`src/ais_defines.svh`:
```
/*
  Register indices, field positions and reset values of the converter
  input and reference select block. Assumes inclusion by bare name.
*/
// Overview of operation
// Reference field picks external, supply or internal
// Reference frozen after each start until enable cleared
// Software avoids internal reference with external applied
// Left-adjust bit aligns result left, else right
// Alignment change shows in data at once
// Low select writes wait for conversion end
// High select bit buffered until low write
// High select change waits for conversion end
// Codes 0-7 single-ended, from 8 differential
// Gains 10x/200x/1x, bandgap, ground, reserved codes
// Enable requests supply; supply-good bit reports it
// Enable turns reference on; reference-good reports it
// Channel-change write forces analog block reset
// Channel-change reads one until reset entered
// Start bit reads busy; writing zero ignored
// Done flag set at completion, write-one clears
// Enable off stops converter, aborts conversion
// Status bits read-only; registers reset to zero
`ifndef AIS_DEFINES_SVH
`define AIS_DEFINES_SVH
`define AIS_ADDR_W 12
`define AIS_IDX_DATA 10'h078
`define AIS_IDX_CSRA 10'h07A
`define AIS_IDX_CSRB 10'h07B
`define AIS_IDX_MUX 10'h07C
`define AIS_IDX_STAT 10'h080
`define AIS_IDX_MASK 10'h081
`define AIS_RST_BYTE 8'h00
`define AIS_MUX_LADJ 5
`define AIS_CSRB_AVDD 7
`define AIS_CSRB_CME 6
`define AIS_CSRB_REFERENCE_GOOD 5
`define AIS_CSRB_ANALOG_CHANNEL_CHANGE 4
`define AIS_CSRB_CHH 3
`define AIS_CSRA_EN 7
`define AIS_CSRA_START 6
`define AIS_CSRA_DONE 4
`define AIS_ST_DONE 0
`define AIS_ST_CHG 1
`define AIS_RESP_OK 2'h0
`define AIS_RESP_ERR 2'h2
`define AIS_CODE_DIFF 6'h08
`define AIS_CODE_G1 6'h10
`define AIS_CODE_BG 6'h1E
`define AIS_CODE_GND 6'h1F
`endif

```
`src/ais_pkg.sv`:
```
/*
  Types of the converter input and reference select block.
  Assumes the constants header is compiled alongside.
*/
package ais_pkg;
  typedef enum logic [1:0] {
    REF_EXT = 2'h0, REF_AVDD = 2'h1, REF_1V5 = 2'h2, REF_1V6 = 2'h3
  } ais_ref_t;
  typedef enum logic [1:0] {
    GAIN_NONE = 2'h0, GAIN_1 = 2'h1, GAIN_10 = 2'h2, GAIN_200 = 2'h3
  } ais_gain_t;
  typedef enum logic [2:0] {
    SRC_SE = 3'h0, SRC_DIFF = 3'h1, SRC_BG = 3'h2, SRC_GND = 3'h3, SRC_RSVD = 3'h4
  } ais_src_t;
  // Gray path: off, idle, busy
  typedef enum logic [1:0] {
    CV_OFF = 2'h0, CV_IDLE = 2'h1, CV_BUSY = 2'h3
  } ais_cv_t;
  typedef struct packed {
    logic        awready, wready, bvalid, aw_have, w_have, wen;
    logic [1:0]  bresp, rresp;
    logic [9:0]  awidx;
    logic [7:0]  wdata, mux;
    logic        arready, rvalid;
    logic [31:0] rdata;
    logic        chh_buf, cme, analog_channel_change, en, started, pend;
    logic [2:0]  trig;
    ais_cv_t     cst;
    ais_ref_t    ref_eff;
    logic [5:0]  sel_eff, sel_pend;
    ais_gain_t   gain;
    ais_src_t    src;
    logic [15:0] result;
    logic [1:0]  stat, mask, s_avdd, s_ref, s_rst;
    logic        irq, conv_start, ana_rst;
  } ais_state_t;
endpackage

```
`src/ais_ctrl.sv`:
```
/*
  Converter control: reference select, alignment, channel select with
  buffered high bit, supply and reference status, channel-change reset,
  AXI4-Lite register slave and interrupt. Assumes a sequencer on the
  same clock that reports conversion end, and async analog status pins.
*/
`timescale 1ns/1ps
`include "ais_defines.svh"
module ais_ctrl #(
  parameter int RES_W = 10                    // Conversion result width
) (
  input  wire logic                   clk_i,             // 40 MHz clock
  input  wire logic                   rst_i,             // Sync reset, high
  input  wire logic [`AIS_ADDR_W-1:0] s_axi_awaddr,      // Write address
  input  wire logic                   s_axi_awvalid,     // Write addr valid
  output logic                        s_axi_awready,     // Write addr ready
  input  wire logic [31:0]            s_axi_wdata,       // Write data
  input  wire logic [3:0]             s_axi_wstrb,       // Byte enables
  input  wire logic                   s_axi_wvalid,      // Write data valid
  output logic                        s_axi_wready,      // Write data ready
  output logic [1:0]                  s_axi_bresp,       // Write response
  output logic                        s_axi_bvalid,      // Response valid
  input  wire logic                   s_axi_bready,      // Response ready
  input  wire logic [`AIS_ADDR_W-1:0] s_axi_araddr,      // Read address
  input  wire logic                   s_axi_arvalid,     // Read addr valid
  output logic                        s_axi_arready,     // Read addr ready
  output logic [31:0]                 s_axi_rdata,       // Read data
  output logic [1:0]                  s_axi_rresp,       // Read response
  output logic                        s_axi_rvalid,      // Read valid
  input  wire logic                   s_axi_rready,      // Read ready
  input  wire logic                   conv_done_i,       // Sequencer end pulse
  input  wire logic [RES_W-1:0]       result_i,          // Result at end
  input  wire logic                   avdd_ok_i,         // Async supply good
  input  wire logic                   ref_ok_i,          // Async ref good
  input  wire logic                   rst_phase_ok_i,    // Async reset allowed
  output logic                        conv_start_o,      // Start pulse
  output logic                        conv_enable_o,     // Converter on
  output logic                        avdd_req_o,        // Supply request
  output logic                        ref_en_o,          // Reference enable
  output ais_pkg::ais_ref_t           ref_sel_o,         // Applied reference
  output logic [5:0]                  chan_sel_o,        // Applied channel
  output ais_pkg::ais_gain_t          gain_o,            // Amplifier gain
  output ais_pkg::ais_src_t           src_o,             // Input class
  output logic                        analog_reset_o,    // Reset phase pulse
  output logic                        irq_o              // Level interrupt
);

  if (RES_W < 1 || RES_W > 16) begin : g_bad_width
    $error("RES_W must be 1 to 16");
  end

  ais_pkg::ais_state_t st, nx;
  logic                wr_go, wr_csrb, wr_mux, wr_csra, wr_st, rd_go;
  logic [5:0]          new_sel;
  logic [15:0]         data_word;

  // code decode
  // gain and special codes
  function automatic ais_pkg::ais_gain_t gain_of(input logic [5:0] c);
    if (c >= `AIS_CODE_DIFF && c < `AIS_CODE_G1) begin
      return c[1] ? ais_pkg::GAIN_200 : ais_pkg::GAIN_10;
    end else if (c >= `AIS_CODE_G1 && c < `AIS_CODE_BG) begin
      return ais_pkg::GAIN_1;
    end
    return ais_pkg::GAIN_NONE;
  endfunction

  function automatic ais_pkg::ais_src_t src_of(input logic [5:0] c);
    if (c < `AIS_CODE_DIFF) begin
      return ais_pkg::SRC_SE;
    end else if (c < `AIS_CODE_BG) begin
      return ais_pkg::SRC_DIFF;
    end else if (c == `AIS_CODE_BG) begin
      return ais_pkg::SRC_BG;
    end else if (c == `AIS_CODE_GND) begin
      return ais_pkg::SRC_GND;
    end
    return ais_pkg::SRC_RSVD;
  endfunction

  // alignment
  // computed at read time, so a flip shows at once
  always_comb begin
    data_word = st.mux[`AIS_MUX_LADJ] ? (st.result << (16 - RES_W)) : st.result;
  end

  // Write strobes, taken once both halves are held
  always_comb begin
    wr_go   = st.aw_have && st.w_have && !st.bvalid;
    wr_csrb = wr_go && st.wen && st.awidx == `AIS_IDX_CSRB;
    wr_mux  = wr_go && st.wen && st.awidx == `AIS_IDX_MUX;
    wr_csra = wr_go && st.wen && st.awidx == `AIS_IDX_CSRA;
    wr_st   = wr_go && st.wen && st.awidx == `AIS_IDX_STAT;
    rd_go   = s_axi_arvalid && st.arready;
    new_sel = {st.chh_buf, st.wdata[4:0]};
  end

  always_comb begin
    nx = st;
    nx.conv_start = 1'b0;
    nx.ana_rst    = 1'b0;
    // Status pins: second stage only is read
    nx.s_avdd = {st.s_avdd[0], avdd_ok_i};
    nx.s_ref  = {st.s_ref[0], ref_ok_i};
    nx.s_rst  = {st.s_rst[0], rst_phase_ok_i};

    // Write address and data accepted in either order
    if (s_axi_awvalid && st.awready) begin
      nx.aw_have = 1'b1;
      nx.awidx   = s_axi_awaddr[`AIS_ADDR_W-1:2];
    end
    if (s_axi_wvalid && st.wready) begin
      nx.w_have = 1'b1;
      nx.wdata  = s_axi_wdata[7:0];
      nx.wen    = s_axi_wstrb[0];
    end
    if (st.bvalid && s_axi_bready) begin
      nx.bvalid = 1'b0;
    end
    if (wr_go) begin
      nx.aw_have = 1'b0;
      nx.w_have  = 1'b0;
      nx.bvalid  = 1'b1;
      if (st.awidx == `AIS_IDX_CSRA || st.awidx == `AIS_IDX_CSRB
          || st.awidx == `AIS_IDX_MUX || st.awidx == `AIS_IDX_STAT
          || st.awidx == `AIS_IDX_MASK || st.awidx == `AIS_IDX_DATA) begin
        nx.bresp = `AIS_RESP_OK;
      end else begin
        nx.bresp = `AIS_RESP_ERR;
      end
    end
    nx.awready = !nx.aw_have && !nx.bvalid;
    nx.wready  = !nx.w_have && !nx.bvalid;

    // Read answer one cycle after the address is taken
    if (st.rvalid && s_axi_rready) begin
      nx.rvalid  = 1'b0;
      nx.arready = 1'b1;
    end else if (!st.rvalid) begin
      nx.arready = 1'b1;
    end
    if (rd_go) begin
      nx.rvalid  = 1'b1;
      nx.arready = 1'b0;
      nx.rresp   = `AIS_RESP_OK;
      nx.rdata   = '0;
      if (s_axi_araddr[`AIS_ADDR_W-1:2] == `AIS_IDX_MUX) begin
        nx.rdata[7:0] = st.mux;
      end else if (s_axi_araddr[`AIS_ADDR_W-1:2] == `AIS_IDX_CSRB) begin
        // supply good
        // reference good
        nx.rdata[7:0] = {st.s_avdd[1], st.cme, st.s_ref[1], st.analog_channel_change, st.chh_buf, st.trig};
      end else if (s_axi_araddr[`AIS_ADDR_W-1:2] == `AIS_IDX_CSRA) begin
        // start reads busy
        nx.rdata[`AIS_CSRA_EN]    = st.en;
        nx.rdata[`AIS_CSRA_START] = st.cst == ais_pkg::CV_BUSY;
        nx.rdata[`AIS_CSRA_DONE]  = st.stat[`AIS_ST_DONE];
      end else if (s_axi_araddr[`AIS_ADDR_W-1:2] == `AIS_IDX_DATA) begin
        nx.rdata[15:0] = data_word;
      end else if (s_axi_araddr[`AIS_ADDR_W-1:2] == `AIS_IDX_STAT) begin
        nx.rdata[1:0] = st.stat;
      end else if (s_axi_araddr[`AIS_ADDR_W-1:2] == `AIS_IDX_MASK) begin
        nx.rdata[1:0] = st.mask;
      end else begin
        nx.rresp = `AIS_RESP_ERR;
      end
    end

    // only writable fields stored
    if (wr_csrb) begin
      nx.cme     = st.wdata[`AIS_CSRB_CME];
      nx.chh_buf = st.wdata[`AIS_CSRB_CHH];
      nx.trig    = st.wdata[2:0];
    end
    if (wr_go && st.wen && st.awidx == `AIS_IDX_MASK) begin
      nx.mask = st.wdata[1:0];
    end

    // high bit joins only on low write
    // deferred while busy
    if (wr_mux) begin
      nx.mux = st.wdata;
      if (st.cst == ais_pkg::CV_BUSY) begin
        nx.sel_pend = new_sel;
        nx.pend     = 1'b1;
      end else begin
        nx.sel_eff = new_sel;
        nx.pend    = 1'b0;
      end
    end

    // Done flag write-one-clear, before any set below
    if (wr_st) begin
      nx.stat = st.stat & ~st.wdata[1:0];
    end
    if (wr_csra && st.wdata[`AIS_CSRA_DONE]) begin
      nx.stat[`AIS_ST_DONE] = 1'b0;
    end

    // Conversion state
    case (st.cst)
      ais_pkg::CV_OFF: begin
        if (wr_csra && st.wdata[`AIS_CSRA_EN]) begin
          nx.cst = ais_pkg::CV_IDLE;
          // start with enable in one write
          if (st.wdata[`AIS_CSRA_START]) begin
            nx.cst        = ais_pkg::CV_BUSY;
            nx.conv_start = 1'b1;
            nx.started    = 1'b1;
          end
        end
      end
      ais_pkg::CV_IDLE: begin
        if (wr_csra && st.wdata[`AIS_CSRA_START]) begin
          nx.cst        = ais_pkg::CV_BUSY;
          nx.conv_start = 1'b1;
          nx.started    = 1'b1;
        end
      end
      ais_pkg::CV_BUSY: begin
        // flag set wins over clear
        // pending selection applied at end
        if (conv_done_i) begin
          nx.cst                = ais_pkg::CV_IDLE;
          nx.result             = 16'(result_i);
          nx.stat[`AIS_ST_DONE] = 1'b1;
          if (st.pend && !wr_mux) begin
            nx.sel_eff = st.sel_pend;
            nx.pend    = 1'b0;
          end else if (wr_mux) begin
            nx.sel_eff = new_sel;
            nx.pend    = 1'b0;
          end
        end
      end
      default: nx.cst = ais_pkg::CV_OFF;
    endcase
    // disable aborts and releases pending select
    if (wr_csra && !st.wdata[`AIS_CSRA_EN]) begin
      nx.cst     = ais_pkg::CV_OFF;
      nx.started = 1'b0;
      if (st.pend) begin
        nx.sel_eff = st.sel_pend;
        nx.pend    = 1'b0;
      end
    end
    nx.en = nx.cst != ais_pkg::CV_OFF;

    // reference choice
    // frozen once started
    if (!nx.started) begin
      nx.ref_eff = ais_pkg::ais_ref_t'(nx.mux[7:6]);
    end
    nx.gain = gain_of(nx.sel_eff);
    nx.src  = src_of(nx.sel_eff);

    // clears once reset phase can be entered
    // forces reset pulse; new request wins
    if (st.analog_channel_change && st.s_rst[1]) begin
      nx.analog_channel_change              = 1'b0;
      nx.ana_rst           = 1'b1;
      nx.stat[`AIS_ST_CHG] = 1'b1;
    end
    if (wr_csrb && st.wdata[`AIS_CSRB_ANALOG_CHANNEL_CHANGE]) begin
      nx.analog_channel_change = 1'b1;
    end
    nx.irq = |(nx.stat & nx.mask);
  end

  // all state cleared on reset
  always_ff @(posedge clk_i) begin
    if (rst_i) begin
      st <= '0;
    end else begin
      st <= nx;
    end
  end

  // Outputs straight from the state register
  assign s_axi_awready  = st.awready;
  assign s_axi_wready   = st.wready;
  assign s_axi_bresp    = st.bresp;
  assign s_axi_bvalid   = st.bvalid;
  assign s_axi_arready  = st.arready;
  assign s_axi_rdata    = st.rdata;
  assign s_axi_rresp    = st.rresp;
  assign s_axi_rvalid   = st.rvalid;
  assign conv_start_o   = st.conv_start;
  assign conv_enable_o  = st.en;
  assign avdd_req_o     = st.en;
  assign ref_en_o       = st.en;
  assign ref_sel_o      = st.ref_eff;
  assign chan_sel_o     = st.sel_eff;
  assign gain_o         = st.gain;
  assign src_o          = st.src;
  assign analog_reset_o = st.ana_rst;
  assign irq_o          = st.irq;
endmodule

```
`config.mk`:
```
export PLATFORM = sky130hd
export DESIGN_NAME = ais_ctrl
export DESIGN_NICKNAME = d
export VERILOG_FILES = /design/src/ais_pkg.sv /design/src/ais_ctrl.sv
export VERILOG_INCLUDE_DIRS = /design/src
export SDC_FILE = /design/constraint.sdc
export NUM_CORES = 1
export LEC_CHECK = 0
export ABC_AREA = 1
export BUFFER_PORTS_ARGS = -buffer_cell sky130_fd_sc_hd__buf_2
export CORE_MARGIN = 2
export CORE_UTILIZATION = 40
export CTS_BUF_LIST = sky130_fd_sc_hd__clkbuf_8
export DETAILED_ROUTE_END_ITERATION = 7
export PLACE_DENSITY = 0.77
export SETUP_SLACK_MARGIN = 0.2
export SLEW_MARGIN = 0
export SYNTH_ARGS = -nofsm -noshare
export SYNTH_HDL_FRONTEND = slang
export SYNTH_SLANG_ARGS = --single-unit
```
`constraint.sdc`:
```
create_clock -name clk_i -period 1.6 [get_ports clk_i]
set_input_delay 0.4 -clock clk_i [delete_from_list [all_inputs] [get_ports clk_i]]
set_output_delay 0.4 -clock clk_i [all_outputs]
set_load 0.05 [all_outputs]
```
==> results.toml <==
[synth]
ys_seq_elements = 105
synth_top_cell_by_area = "dfxtp_1"
synth_edf_count = 0
yosys_warnings = 0
ys_seq_area_share_pct = 41.6
syn-instance-count = 691
synth_area_um2 = 5060
async_flop_share_pct = 0
synth.area.top_cells = "dfxtp_1 42%, nor2_1 8.3%, nand2_1 7.9%"
ys_types = 44
synth_top_area_share_pct = 41.6
synth_area_per_cell_um2 = 7.32
synthFlopType = "dfxtp_1"

[cells_and_area]
final_nets = 930
syn_to_final_growth_pct = 40.0
num_antenna_cells = 0
multi_input_area_um2 = 2720
regArea_um2 = 2130
finalInstanceArea_um2 = 7080
fill_cells = 1096
drive_above_1_share_pct = 42.5

[timing]
hold_slack_ns = 0.212
setup_slack_ns = -0.314
period_share_pct = 120
clock.fmax_mhz = 522
fin_tns_setup_ns = -2.53
drv_slew = 0
setup-violations-final = 21
rsz0062_at_grt = "yes"
min_period_ns = 1.91
skew_ns = 0.0104
hold_viol = 0

[outcome]
violations = "negative setup slack"
status = "finished with violations"

[setup_path]
worst-setup-path-type = "reg -> reg"
cp.arrival_ns = 2.21
cpPeakStageDelay_ns = 0.35
path_cells = "nor2_4 > buf_6 > buf_4 > buf_6 > nand2_1 > nor2_1 > nand4_1 > nand2_1 > nand3_1 > nand3_2 > nand2_2 > nor2_2 > nand3_1 > nand2_1 > inv_1"
cp_max_fo = 4
crit_path_frequent_cell = "nand2_1"
cp.required_ns = 1.90
start_kind = "register"
worst_path_max_delay_cell = "dfxtp_2"
cp-end-kind = "register"

[clocking]
cts-htree-levels = 3
clock_latency_ns = 0.39
clockBufferDepth = 2
cts_inserted_buffers = 9
cts_sinks = 105
clockRootBuffer = "clkbuf_8"
clkTransAtPathRegs_ns = 0.10
cts_tree = "yes"

[floorplan]
initial_utilization_pct = 40.6
core_area_um2 = 12500
die_area_um2 = 13600
pin_count = 141
die_h_um = 116
die_width_um = 116
row_count = 41

[power_and_ir_drop]
fin_total_pwr_mw = 5.16
cellLeakagePower_nw = 3.13
vdd_ir_drop_max_uv = 657
power.density_nw_per_um2 = 729

[drt]
vias_per_cell = 4.95
vias = 5075
wirelength_mm = 14.6
first_pass_iters = 5
drt_iter0_drc = 343
post_drt_wl_per_cell_um = 14.3
drc = 0
ant_nets = 0

[place]
post_dp_cell_area_um2 = 6010
place_hpwl_mm = 9.69
portBuffers = 91
routabilityCongestion = 0.892

[grt]
grt_pass1_vias = 4505
grt_pass1_wl_mm = 21.6
grt_antenna_before_repair = 0
grt_max_degree = 46
track_usage_pct = 20.2
grt_overflow = 0

[job]
maxCapViolCount = 0

[min_path]
hold_class = "in -> reg"
[cell usage after synthesis (all sizes together), types with 3 or more instances]
cell    instances
a211oi         10
a21oi          43
buf            58
clkbuf         13
dfxtp         105
inv            75
mux2i           3
nand2         115
nand3          43
nand4          19
nor2          125
nor3            7
nor4            3
o211ai          4
o21ai          50
[metal layers]
metal	vias up	GRT usage (%)	share of wire, %
met3	28	3.74	5.7
li1	2508	-	-
met1	2364	26.3	43
met2	175	34.4	49
met4	0	5.32	2.0
met5	-	0	0
[final cells by class]
| type | instances | share of cell area, % |
|---|---|---|
| Clock inverter | 7 | 1.13 |
| Multi-Input combinational cell | 457 | 38.4 |
| Clock buffer | 9 | 1.75 |
| Sequential cell | 105 | 30.1 |
| Timing Repair Buffer | 201 | 21.3 |
| Tap cell | 172 | 3.04 |
| Inverter | 75 | 4.26 |
[flip-flops by register name (all words and copies together), names as in the netlist, 2 cells and up]
register	flops
chan_sel_o	6
gain_o	2
new_sel	6
nx	3
ref_sel_o	2
s_axi_rdata	16
src_o	3
st	56
[worst paths after layout]
| path | startpoint | endpoint | slack [ns] | depth (start not counted) |
|---|---|---|---|---|
| setup / recovery | st[117] | src_o[0] | -0.31 | 15 |
| hold reg to reg | nx[8] | st[8] | 0.41 | 2 |
| setup reg to reg | st[117] | src_o[0] | -0.31 | 15 |
| hold / removal | avdd_ok_i | nx[8] | 0.21 | 3 |
[power breakdown]
part           internal [mW]  switching [mW]  total [mW]
combinational          0.251           0.438       0.689
sequential              2.67          0.0632        2.74
clock                  0.743           0.994        1.74
total                   3.67            1.49        5.16
[critical path, delay by kind of cell, from the launching register on]
| kind | cells | cell delay (ns) |
|---|---|---|
| buffers and inverters | 4 | 0.36 |
| DFF | 1 | 0.35 |
| and+or+nand+nor | 11 | 1.09 |
[what timing repair did]
action	in CTS	in global routing
endpoints found under the setup margin	75	83
hold endpoints to repair	0	0
pin swaps	20	41
buffers inserted	10	16
hold buffers	0	0
resized for setup	81	131
[cell families after synthesis]
group	Yosys count	synth area share [%]
AOI/OAI and AO/OA	120	13.4
other	1	0.0741
and+or+nand+nor	316	29.2
muxes	3	0.594
buffers and inverters	146	15.2
DFF	105	41.6
[metrics by stage]
| stage | cells | utilization (%) | setup slack (ns) |
|---|---|---|---|
| floorplan | 708 | - | -0.0290 |
| global placement | 984 | 48.2 | -0.200 |
| detailed placement | 984 | 48.2 | -0.216 |
| CTS | 1010 | 52.5 | -0.204 |
| global route | 1026 | 56.8 | -0.411 |
| finish | 1026 | 56.8 | -0.314 |
[cells in the final DEF, fill, tap and decap left out, types with 3 or more instances in the layout]
cell type    n
inv_2       10
nand4_1     17
buf_4      103
a21oi_1     32
dfxtp_4      4
buf_2       56
nor3_1       3
nand3_4      6
clkbuf_8     9
nand3_1     29
nand2_2     15
dfxtp_1     88
inv_4        6
nand2_1     92
o21ai_0     31
a211oi_1     8
dfxtp_2     13
o211ai_1     4
a21oi_2     10
conb_1      18
nor2_1      82
nor2_4      18
clkbuf_4    11
mux2i_1      3
nand3_2      8
nor2_2      24
nand2_4      8
inv_1       59
buf_6       28
o21ai_1     15
o21ai_2      4
No activity file was read; power rests on OpenSTA's default activity.
